## config.mk

```make
export PLATFORM = sky130hd
export DESIGN_NAME = driver_status_failsafe_monitor
export DESIGN_NICKNAME = d
export VERILOG_FILES = /design/src/rtl/driver_status_failsafe_monitor.v /design/src/rtl/gate_state_encoder.v
export VERILOG_INCLUDE_DIRS = /design/src /design/src/rtl
export SDC_FILE = /design/constraint.sdc
export NUM_CORES = 1
export LEC_CHECK = 0
export BUFFER_PORTS_ARGS = -buffer_cell sky130_fd_sc_hd__buf_2
export CAP_MARGIN = 20
export CORE_UTILIZATION = 30
export CTS_CLUSTER_DIAMETER = 80
export CTS_CLUSTER_SIZE = 20
export DETAILED_ROUTE_END_ITERATION = 8
export MAX_ROUTING_LAYER = met4
export PLACE_DENSITY = 0.59
export SLEW_MARGIN = 20
export SYNTH_ARGS = -nofsm -noshare
export SYNTH_HDL_FRONTEND = slang
export SYNTH_SLANG_ARGS = --single-unit
export TNS_END_PERCENT = 100
```

## constraint.sdc

```tcl
create_clock -name mclk -period 5.02 [get_ports mclk]
set_input_delay 1.004 -clock mclk [delete_from_list [all_inputs] [get_ports mclk]]
set_output_delay 1.004 -clock mclk [all_outputs]
set_load 0.05 [all_outputs]
```

## src/rtl/drv_status_regs.vh

```
// Behaviour
// - Each channel shows a high-side and low-side switch-state flag in the driver status word.
// - Each switch-state flag equals its gate driver's current commanded logic state.
// - An enabled channel in PWM mode reports both its switch-state flags as one, except in failsafe mode.
// - In normal mode the host may read switch and node states over the bus.
// - Each half-bridge has a node-level flag from its half-supply comparator.
// - Node-level flags are not latched; each read returns the present comparator state.
// - Asserting the failsafe request input puts the device into failsafe mode.
// - Toggling watchdog bit with request low returns to normal, clears registers, sets reset flag.
// - Entering failsafe keeps the status registers intact for diagnosis.
// - In failsafe mode, commands that control the outputs are rejected.
// - A communication error puts the device into failsafe mode at once.
`ifndef DRV_STATUS_REGS_VH
`define DRV_STATUS_REGS_VH

// ----------------------------------------
// Register byte offsets
// ----------------------------------------
`define OFS_CONTROL       12'h000
`define OFS_DRIVER_STATUS 12'h004
`define OFS_NODE_STATUS   12'h008
`define OFS_MODE_STATUS   12'h00c
`define OFS_IRQ_STATUS    12'h010
`define OFS_IRQ_MASK      12'h014

// ----------------------------------------
// Control register fields
// ----------------------------------------
`define CTL_WD_BIT        0
`define CTL_HB_EN_LSB     8
`define CTL_HB_ON_LSB     16
`define CTL_PWM_LSB       24

// ----------------------------------------
// Mode status fields
// ----------------------------------------
`define MST_FAILSAFE_BIT  0
`define MST_RESET_BIT     1
`define MST_REQ_BIT       2

// ----------------------------------------
// Interrupt status fields
// ----------------------------------------
`define IRQ_FS_ENTER_BIT  0
`define IRQ_FS_EXIT_BIT   1
`define IRQ_REJECT_BIT    2
`define IRQ_WIDTH         3

// ----------------------------------------
// Reset values
// ----------------------------------------
`define RST_CONTROL       32'h0000_0000
`define RST_IRQ_MASK      3'h0

`endif

```

## src/rtl/driver_status_failsafe_monitor.v

```verilog
`timescale 1ns/1ps
`include "drv_status_regs.vh"
module driver_status_failsafe_monitor #(
    parameter CHANNELS = 6
) (
    input  wire                mclk,
    input  wire                rstn,
    input  wire                hsel,
    input  wire [11:0]         haddr,
    input  wire [1:0]          htrans,
    input  wire                hwrite,
    input  wire [2:0]          hsize,
    input  wire [31:0]         hwdata,
    input  wire                hready,
    output wire                hreadyout,
    output wire                hresp,
    output reg  [31:0]         hrdata,
    input  wire [CHANNELS-1:0] nodeComparator,
    input  wire                failsafeRequest,
    input  wire                commError,
    output wire [CHANNELS-1:0] gateHigh,
    output wire [CHANNELS-1:0] gateLow,
    output wire                failsafe,
    output wire                irq
);
    // ----------------------------------------
    // Bus address phase capture
    // ----------------------------------------
    reg        aValid;
    reg        aWrite;
    reg [11:0] aAddr;

    always @(posedge mclk) begin
        if (!rstn) begin
            aValid <= 1'b0;
            aWrite <= 1'b0;
            aAddr  <= 12'h000;
        end else if (hready) begin
            aValid <= hsel & htrans[1];
            aWrite <= hwrite;
            aAddr  <= haddr;
        end
    end

    assign hreadyout = 1'b1;
    assign hresp     = 1'b0;

    wire wrStrobe = aValid & aWrite;
    wire rdStrobe = aValid & ~aWrite;

    // ----------------------------------------
    // Mode and control state
    // ----------------------------------------
    reg                      failsafeMode;
    reg                      resetFlag;
    reg                      wdBit;
    reg [CHANNELS-1:0]       hbEnable;
    reg [CHANNELS-1:0]       hbHighOn;
    reg [CHANNELS-1:0]       pwmMode;
    reg [`IRQ_WIDTH-1:0]     irqStatus;
    reg [`IRQ_WIDTH-1:0]     irqMask;

    wire ctlWrite   = wrStrobe && aAddr == `OFS_CONTROL;
    wire wdToggled  = ctlWrite && (hwdata[`CTL_WD_BIT] != wdBit);
    // The exit needs request low; a held request keeps failsafe
    wire exitReq    = failsafeMode && wdToggled && !failsafeRequest;
    wire enterReq   = !failsafeMode && (failsafeRequest || commError);
    wire rejected   = ctlWrite && failsafeMode;
    wire resetRead  = rdStrobe && aAddr == `OFS_MODE_STATUS;

    always @(posedge mclk) begin
        if (!rstn) begin
            failsafeMode <= 1'b0;
            resetFlag    <= 1'b1;
            wdBit        <= 1'b0;
            hbEnable     <= {CHANNELS{1'b0}};
            hbHighOn     <= {CHANNELS{1'b0}};
            pwmMode      <= {CHANNELS{1'b0}};
        end else begin
            if (enterReq) begin
                // Status and control left untouched for diagnosis
                failsafeMode <= 1'b1;
            end else if (exitReq) begin
                failsafeMode <= 1'b0;
                resetFlag    <= 1'b1;
                wdBit        <= hwdata[`CTL_WD_BIT];
                hbEnable     <= {CHANNELS{1'b0}};
                hbHighOn     <= {CHANNELS{1'b0}};
                pwmMode      <= {CHANNELS{1'b0}};
            end else if (ctlWrite && !failsafeMode) begin
                wdBit    <= hwdata[`CTL_WD_BIT];
                hbEnable <= hwdata[`CTL_HB_EN_LSB +: CHANNELS];
                hbHighOn <= hwdata[`CTL_HB_ON_LSB +: CHANNELS];
                pwmMode  <= hwdata[`CTL_PWM_LSB +: CHANNELS];
            end
            // Reading the mode word de-latches the reset flag
            if (resetRead && !exitReq) begin
                resetFlag <= 1'b0;
            end
        end
    end

    assign failsafe = failsafeMode;

    // ----------------------------------------
    // Gate command and switch state
    // ----------------------------------------
    wire [2*CHANNELS-1:0] switchState;

    gate_state_encoder #(
        .CHANNELS (CHANNELS)
    ) u_enc (
        .hbEnable    (hbEnable),
        .hbHighOn    (hbHighOn),
        .pwmMode     (pwmMode),
        .failsafe    (failsafeMode),
        .gateHigh    (gateHigh),
        .gateLow     (gateLow),
        .switchState (switchState)
    );

    // ----------------------------------------
    // Interrupts
    // ----------------------------------------
    wire [`IRQ_WIDTH-1:0] irqEvent;
    wire [`IRQ_WIDTH-1:0] irqClear;

    assign irqEvent = {rejected, exitReq, enterReq};
    assign irqClear = (wrStrobe && aAddr == `OFS_IRQ_STATUS) ? hwdata[`IRQ_WIDTH-1:0] : {`IRQ_WIDTH{1'b0}};

    always @(posedge mclk) begin
        if (!rstn) begin
            irqStatus <= {`IRQ_WIDTH{1'b0}};
            irqMask   <= `RST_IRQ_MASK;
        end else begin
            // Set wins over a clear in the same cycle
            irqStatus <= (irqStatus & ~irqClear) | irqEvent;
            if (wrStrobe && aAddr == `OFS_IRQ_MASK) begin
                irqMask <= hwdata[`IRQ_WIDTH-1:0];
            end
        end
    end

    assign irq = |(irqStatus & irqMask);

    // ----------------------------------------
    // Read data
    // ----------------------------------------
    // Combinational read mux, sampled at the address phase edge below
    reg [31:0] next_hrdata;

    always @* begin
        next_hrdata = 32'h0000_0000;
        case (haddr)
            `OFS_CONTROL: begin
                next_hrdata[`CTL_WD_BIT]               = wdBit;
                next_hrdata[`CTL_HB_EN_LSB +: CHANNELS] = hbEnable;
                next_hrdata[`CTL_HB_ON_LSB +: CHANNELS] = hbHighOn;
                next_hrdata[`CTL_PWM_LSB +: CHANNELS]   = pwmMode;
            end
            `OFS_DRIVER_STATUS: begin
                next_hrdata[2*CHANNELS-1:0] = switchState;
            end
            `OFS_NODE_STATUS: begin
                // Live comparator, no history kept
                next_hrdata[CHANNELS-1:0] = nodeComparator;
            end
            `OFS_MODE_STATUS: begin
                next_hrdata[`MST_FAILSAFE_BIT] = failsafeMode;
                next_hrdata[`MST_RESET_BIT]    = resetFlag;
                next_hrdata[`MST_REQ_BIT]      = failsafeRequest;
            end
            `OFS_IRQ_STATUS: begin
                next_hrdata[`IRQ_WIDTH-1:0] = irqStatus;
            end
            `OFS_IRQ_MASK: begin
                next_hrdata[`IRQ_WIDTH-1:0] = irqMask;
            end
            default: begin
                next_hrdata = 32'h0000_0000;
            end
        endcase
    end

    always @(posedge mclk) begin
        if (!rstn) begin
            hrdata <= 32'h0000_0000;
        end else if (hready && hsel && htrans[1] && !hwrite) begin
            hrdata <= next_hrdata;
        end
    end
endmodule

```

## src/rtl/gate_state_encoder.v

```verilog
`timescale 1ns/1ps
module gate_state_encoder #(
    parameter CHANNELS = 6
) (
    input  wire [CHANNELS-1:0]   hbEnable,
    input  wire [CHANNELS-1:0]   hbHighOn,
    input  wire [CHANNELS-1:0]   pwmMode,
    input  wire                  failsafe,
    output wire [CHANNELS-1:0]   gateHigh,
    output wire [CHANNELS-1:0]   gateLow,
    output wire [2*CHANNELS-1:0] switchState
);
    // ----------------------------------------
    // Gate commands
    // ----------------------------------------
    // PWM drive on an enabled channel toggles both switches, so both flags read one outside failsafe
    assign gateHigh = failsafe ? {CHANNELS{1'b0}} : (hbEnable & (hbHighOn | pwmMode));
    assign gateLow  = failsafe ? {CHANNELS{1'b0}} : (hbEnable & (~hbHighOn | pwmMode));

    genvar i;
    generate
        for (i = 0; i < CHANNELS; i = i + 1) begin : g_ch
            assign switchState[2*i]   = gateLow[i];
            assign switchState[2*i+1] = gateHigh[i];
        end
    endgenerate
endmodule

```

==> results.toml, run 1 <==
[sta]
rsz0062_at_grt = "no"
setup_viol = 0
final.min_clock_period_ns = 2.70
fmax_mhz = 371
worst_pin_slew_ns = 0.943
holdWs_ns = 0.449
tns_ns = 0
fin_crit_sh = 0.537
skew_ns = 0.0137
maxSlewViolCount = 0
final.setup.worst_slack_ns = 2.32
slew_headroom = 0.367
hold_viol = 0

[min_path]
worst_hold_path.endpoint = "hrdata[29]$_SDFFE_PN0P_"
hp-start = "hrdata[29]$_SDFFE_PN0P_"
min_path_type = "register to register"
whs_path_depth = 2

[floorplanning]
die_area_um2 = 11100
ioPinCount = 110
die_y_um = 105
coreArea_um2 = 10300
start_util = 0.309
rows = 37
die_x_um = 105

[placement]
place_congestion = 0.763
pre_cts_slack_ns = 1.95
detailed_place_hpwl_um = 6420
io_buffers = 86

[synth]
netlist_instances = 381
synth_seq_area_share = 0.420
avgSynthCellArea_um2 = 8.38
yosysWarnings = 0
netlist_area_um2 = 3190
ys_types = 44
synth-seq-cells = 67

[power]
total_power_mw = 1.21
power_per_cell_area_nw_per_um2 = 310
p_leak_nw = 1.58
ir_drop_mv = 0.166

[global_routing]
busiest_layer = "met2"
grt_pass1_vias = 2767
grt_pass1_wl_um = 14100
grt_util_met3 = 0.0268
overflow = 0
antenna_found_initial = 0
grt_max_degree = 72
track_usage = 0.168
met2_usage = 0.237
grt_use_met1 = 0.236

[status]
status = "finished, final reports clean"

[cts]
cts_tree = "done"
cts_htree_levels = 3
clk_transition_reported_paths_ns = 0.08
cts_setup_buffers = 0
cts-resized-gates = 0
holdBufCountCts = 0
cts_max_path_buffers = 2
clk_latency_ns = 0.35
cts_buffers = 9
cts_root_buf = "clkbuf_8"
cts.sinks = 67

[worst_setup_path]
crit_type = "primary input to register"
start_kind = "primary input"
path_cells = "buf_2 > or4_4 > nor4_4 > nand3_1 > a21boi_0"
rrSetupSlack_ns = 2.86
cpMaxStageDelayCell = "nor4_4"
required_ns = 5.29
rr_startpoint = "aAddr[9]$_SDFFE_PN0P_"
r2r_end = "hbHighOn[4]$_SDFFE_PN0P_"
cp.arrival_ns = 2.96
endpoint_kind = "register"
cp_max_fo = 18
critPathMaxStageDelay_ns = 0.87
rr_worst_depth = 5

[cells_and_area]
final_util = 0.377
finalNetCount = 514
drive_gt1_frac = 0.257
layout_common_cells = "85 x buf_2, 67 x dfxtp_1, 54 x nand2_1, 22 x o21ai_0, 20 x nand3_1"
antennaDiodeCount = 0
final_common_cell = "buf_2"
area.growth.synth_to_final_pct = 21.9

[route]
final_antenna_net_count = 0
vias_per_cell = 4.95
drcViolationCount = 0
dr.first_iter.drc_count = 233
wire_per_inst_um = 14.6
wl_um = 8660
drt-pass1-iter-count = 4
vias = 2930

[job]
cap_violations = 0
==> Yosys cell counts, drive strengths merged <==
cell	number	area (µm²)
or3b	2	17.5
and3	1	6.26
inv	10	37.5
or3	3	18.8
nor3	3	15.0
and4b	2	20.0
nand4	16	100
nand4b	1	8.76
or4	4	37.5
dfxtp	67	1340
a22oi	1	7.51
conb	2	7.51
a31o	1	8.76
nand3	20	100
or2	2	12.5
o31ai	1	7.51
a21boi	18	135
a31oi	9	56.3
mux2i	18	180
o21a	3	22.5
o2111a	1	12.5
nor3b	2	15.0
o21ai	25	125
o22ai	1	6.26
nand2b	10	62.6
nand2	54	203
nor2	17	63.8
a222oi	1	10.0
buf	14	109
o2bb2ai	7	61.3
o41ai	1	8.76
nor2b	15	93.8
a21oi	19	95.1
clkbuf	21	78.8
nor4	7	92.6
a211oi	1	7.51
xor2	1	8.76
==> state kept, by name, indices dropped and copies added, names as in the netlist <==
| register | flops |
|---|---|
| irqMask | 3 |
| pwmMode | 6 |
| resetFlag | 1 |
| wdBit | 1 |
| irqStatus | 3 |
| aWrite | 1 |
| hbHighOn | 6 |
| hbEnable | 6 |
| aAddr | 12 |
| failsafe | 1 |
| hrdata | 26 |
| aValid | 1 |
==> where the power goes <==
part	total, mW	switching (mW)	internal, mW
clock	0.539	0.211	0.329
sequential	0.553	0.0108	0.542
combinational	0.113	0.0737	0.0397
==> routing by layer <==
layer,share of wire,up-vias
met5,0,-
met1,0.51,1366
met2,0.43,87
met3,0.043,7
li1,-,1470
met4,0.011,0
==> critical path: cells and delay by family <==
kind | cells | cell delay (ns)
AND/OR/NAND/NOR | 3 | 1.63
AO/OA/AOI/OAI | 1 | 0.22
buffers and inverters | 1 | 0.10
==> stage by stage <==
| stage | area (µm²) | instances |
|---|---|---|
| final | 3890 | 592 |
| after global routing | 3890 | 592 |
| after CTS | 3890 | 592 |
| after detailed placement | 3650 | 577 |
| after global placement | 3650 | 577 |
| after floorplan | 3220 | 387 |
==> kinds of logic (layout without fill, tap and decap cells) <==
kind of cell / after synthesis / count (layout) / synth area share
AND/OR/NAND/NOR: 159 / 159 / 0.271
buffers and inverters: 45 / 114 / 0.0705
flip-flops: 67 / 67 / 0.420
multiplexers: 18 / 18 / 0.0564
AO/OA/AOI/OAI: 89 / 89 / 0.177
XOR/XNOR: 1 / 1 / 0.00274
other: 2 / 8 / 0.00235
==> worst max path at each step <==
stage / from / to / slack, ns / cells after the start
2_1_floorplan: failsafe$_SDFFE_PN0P_ / gateLow[2] / 2.35 / 3
3_3_place_gp: haddr[6] / hrdata[13]$_SDFFE_PN0P_ / 1.99 / 5
3_5_place_dp: haddr[6] / hrdata[17]$_SDFFE_PN0P_ / 1.95 / 5
4_1_cts: haddr[6] / hrdata[13]$_SDFFE_PN0P_ / 2.34 / 5
5_1_grt: haddr[6] / hrdata[16]$_SDFFE_PN0P_ / 2.20 / 5
6_report: haddr[6] / hrdata[13]$_SDFFE_PN0P_ / 2.32 / 5
==> final cells by class <==
class                   instances  area (µm²)
well taps                     136         170
fillers                      1071        6430
clock buffers                   9         124
flip-flops and latches         67        1340
multi-input cells             275        1650
inverters                      10        37.5
repair buffers                 89         455
clock inverters                 6         114
Note: power is estimated with default switching activity, not from simulation.
==> run 2, diff against run 1 <==
clock period = 2.8 ns   (was 5.02 ns; I/O delays follow)
==> run 2 against run 1 <==
Against the previous run: setup slack got worse by 1.7 ns; hold slack got worse by 0.042 ns; sequential share of layout area fell by 0.20 points; global-route usage rose by 0.082 points; non-clock buffer count rose by 6.
==> results.toml, run 2 (synthesis results as in run 1) <==
[global_routing]
antenna_found_initial = 0
grt_max_degree = 71
grt_pass1_vias = 2807
grt_pass1_wl_um = 14000
track_usage = 0.169
overflow = 0

[sta]
slew_headroom = 0.578
fmax_mhz = 463
maxSlewViolCount = 0
hold_viol = 0
final.min_clock_period_ns = 2.16
setup_viol = 0
fin_crit_sh = 0.772
worst_pin_slew_ns = 0.633
rsz0062_at_grt = "no"
skew_ns = 0.0143
tns_ns = 0

[cts]
cts-resized-gates = 0
holdBufCountCts = 0
cts_htree_levels = 3
cts_buffers = 9
clk_latency_ns = 0.35
cts_setup_buffers = 0
cts.sinks = 67
cts_max_path_buffers = 2
clk_transition_reported_paths_ns = 0.08
cts_root_buf = "clkbuf_8"
cts_tree = "done"

[cells_and_area]
stdcell_count = 599
reg_top3 = "hrdata x26, aAddr x12"
design_area_um2 = 3920
antennaDiodeCount = 0
area.growth.synth_to_final_pct = 22.6
fillers = 1095
final_common_cell = "buf_2"
regMostFlops = "hrdata"
finalNetCount = 520
layout_common_cells = "86 x buf_2, 67 x dfxtp_1, 54 x nand2_1, 22 x o21ai_0, 20 x nand3_1"
drive_gt1_frac = 0.266
final_util = 0.379
largest_reg_flops = 26

[route]
final_antenna_net_count = 0
drcViolationCount = 0
vias_per_cell = 4.95
dr.first_iter.drc_count = 155
wl_um = 8670
drt-pass1-iter-count = 4
wire_per_inst_um = 14.5
vias = 2967

[floorplanning]
ioPinCount = 110
die_y_um = 105
coreArea_um2 = 10300
die_area_um2 = 11100
rows = 37
start_util = 0.309
die_x_um = 105

[worst_setup_path]
rr_startpoint = "aAddr[9]$_SDFFE_PN0P_"
crit_type = "register to primary output"
rr_worst_depth = 5
cpMaxStageDelayCell = "dfxtp_1"
critPathMaxStageDelay_ns = 0.45
cp_max_fo = 12
rrSetupSlack_ns = 0.66
r2r_end = "hbHighOn[0]$_SDFFE_PN0P_"
endpoint_kind = "primary output"
cp.arrival_ns = 1.60
start_kind = "register"
required_ns = 2.24
path_cells = "nand2b_1 > a21oi_1 > buf_2"

[min_path]
min_path_type = "primary input to register"
hp-start = "hwdata[17]"
worst_hold_path.endpoint = "hbHighOn[1]$_SDFFE_PN0P_"
whs_path_depth = 2

[placement]
placed_area_um2 = 3700
io_buffers = 86
detailed_place_hpwl_um = 6400
place_inst = 583
place_congestion = 0.806

[power]
power_per_cell_area_nw_per_um2 = 531
total_power_mw = 2.08
ir_drop_mv = 0.175
p_leak_nw = 1.60

[status]
status = "finished, final reports clean"

[job]
cap_violations = 0
-- run 2: cell types whose count changed in the layout (fill, tap and decap cells not counted) --
cell | previous run | this run
buf_2 | 85 | 86
buf_4 | 4 | 9
bufinv_16 | 3 | 2
clkbuf_1 | 0 | 1
clkinv_2 | 0 | 1
clkinv_4 | 0 | 2
clkinvlp_4 | 2 | 1
inv_6 | 1 | 0
-- run 2: area by class of cell --
type / count / area [µm²] / share of cell area
repair buffers: 95 / 498 / 0.127
clock buffers: 10 / 128 / 0.0326
inverters: 10 / 37.5 / 0.00959
multi-input cells: 275 / 1650 / 0.422
well taps: 136 / 170 / 0.0435
flip-flops and latches: 67 / 1340 / 0.343
clock inverters: 6 / 90.1 / 0.0230
-- run 2: how the worst max path moves through the flow --
stage | start | end | slack (ns) | cells past startpoint
after floorplan | failsafe$_SDFFE_PN0P_ | gateLow[2] | 0.57 | 3
after global placement | haddr[6] | hrdata[7]$_SDFFE_PN0P_ | 0.55 | 5
after detailed placement | haddr[6] | hrdata[7]$_SDFFE_PN0P_ | 0.53 | 5
after CTS | failsafe$_SDFFE_PN0P_ | gateHigh[1] | 0.61 | 3
after global routing | failsafe$_SDFFE_PN0P_ | gateHigh[1] | 0.53 | 3
final | failsafe$_SDFFE_PN0P_ | gateLow[5] | 0.64 | 3
-- run 2: per-stage QoR --
stage | setup WS [ns] | hold WS [ns]
finish | 0.639 | 0.407
global route | 0.529 | 0.398
CTS | 0.611 | 0.393
detailed placement | 0.535 | 0.447
global placement | 0.552 | 0.442
floorplan | 0.571 | 0.442
-- run 2: worst max-delay path, delay by kind of cell (launching register included) --
| kind | cells | cell delay (ns) |
|---|---|---|
| compound gates | 1 | 0.24 |
| simple gates | 1 | 0.25 |
| flops | 1 | 0.45 |
| buf+inv | 1 | 0.32 |
-- run 2: report_power, final --
part           internal, mW  switching (mW)
Sequential            0.972          0.0195
Combinational        0.0735           0.132
Clock                 0.503           0.380
Total                  1.55           0.531
-- run 2: routing by layer --
metal	routed length, µm	GRT usage	vias up
li1	-	-	1488
met1	4170	0.228	1384
met2	3860	0.244	87
met3	526	0.0374	8
met4	114	0.0684	0
met5	0	-	-
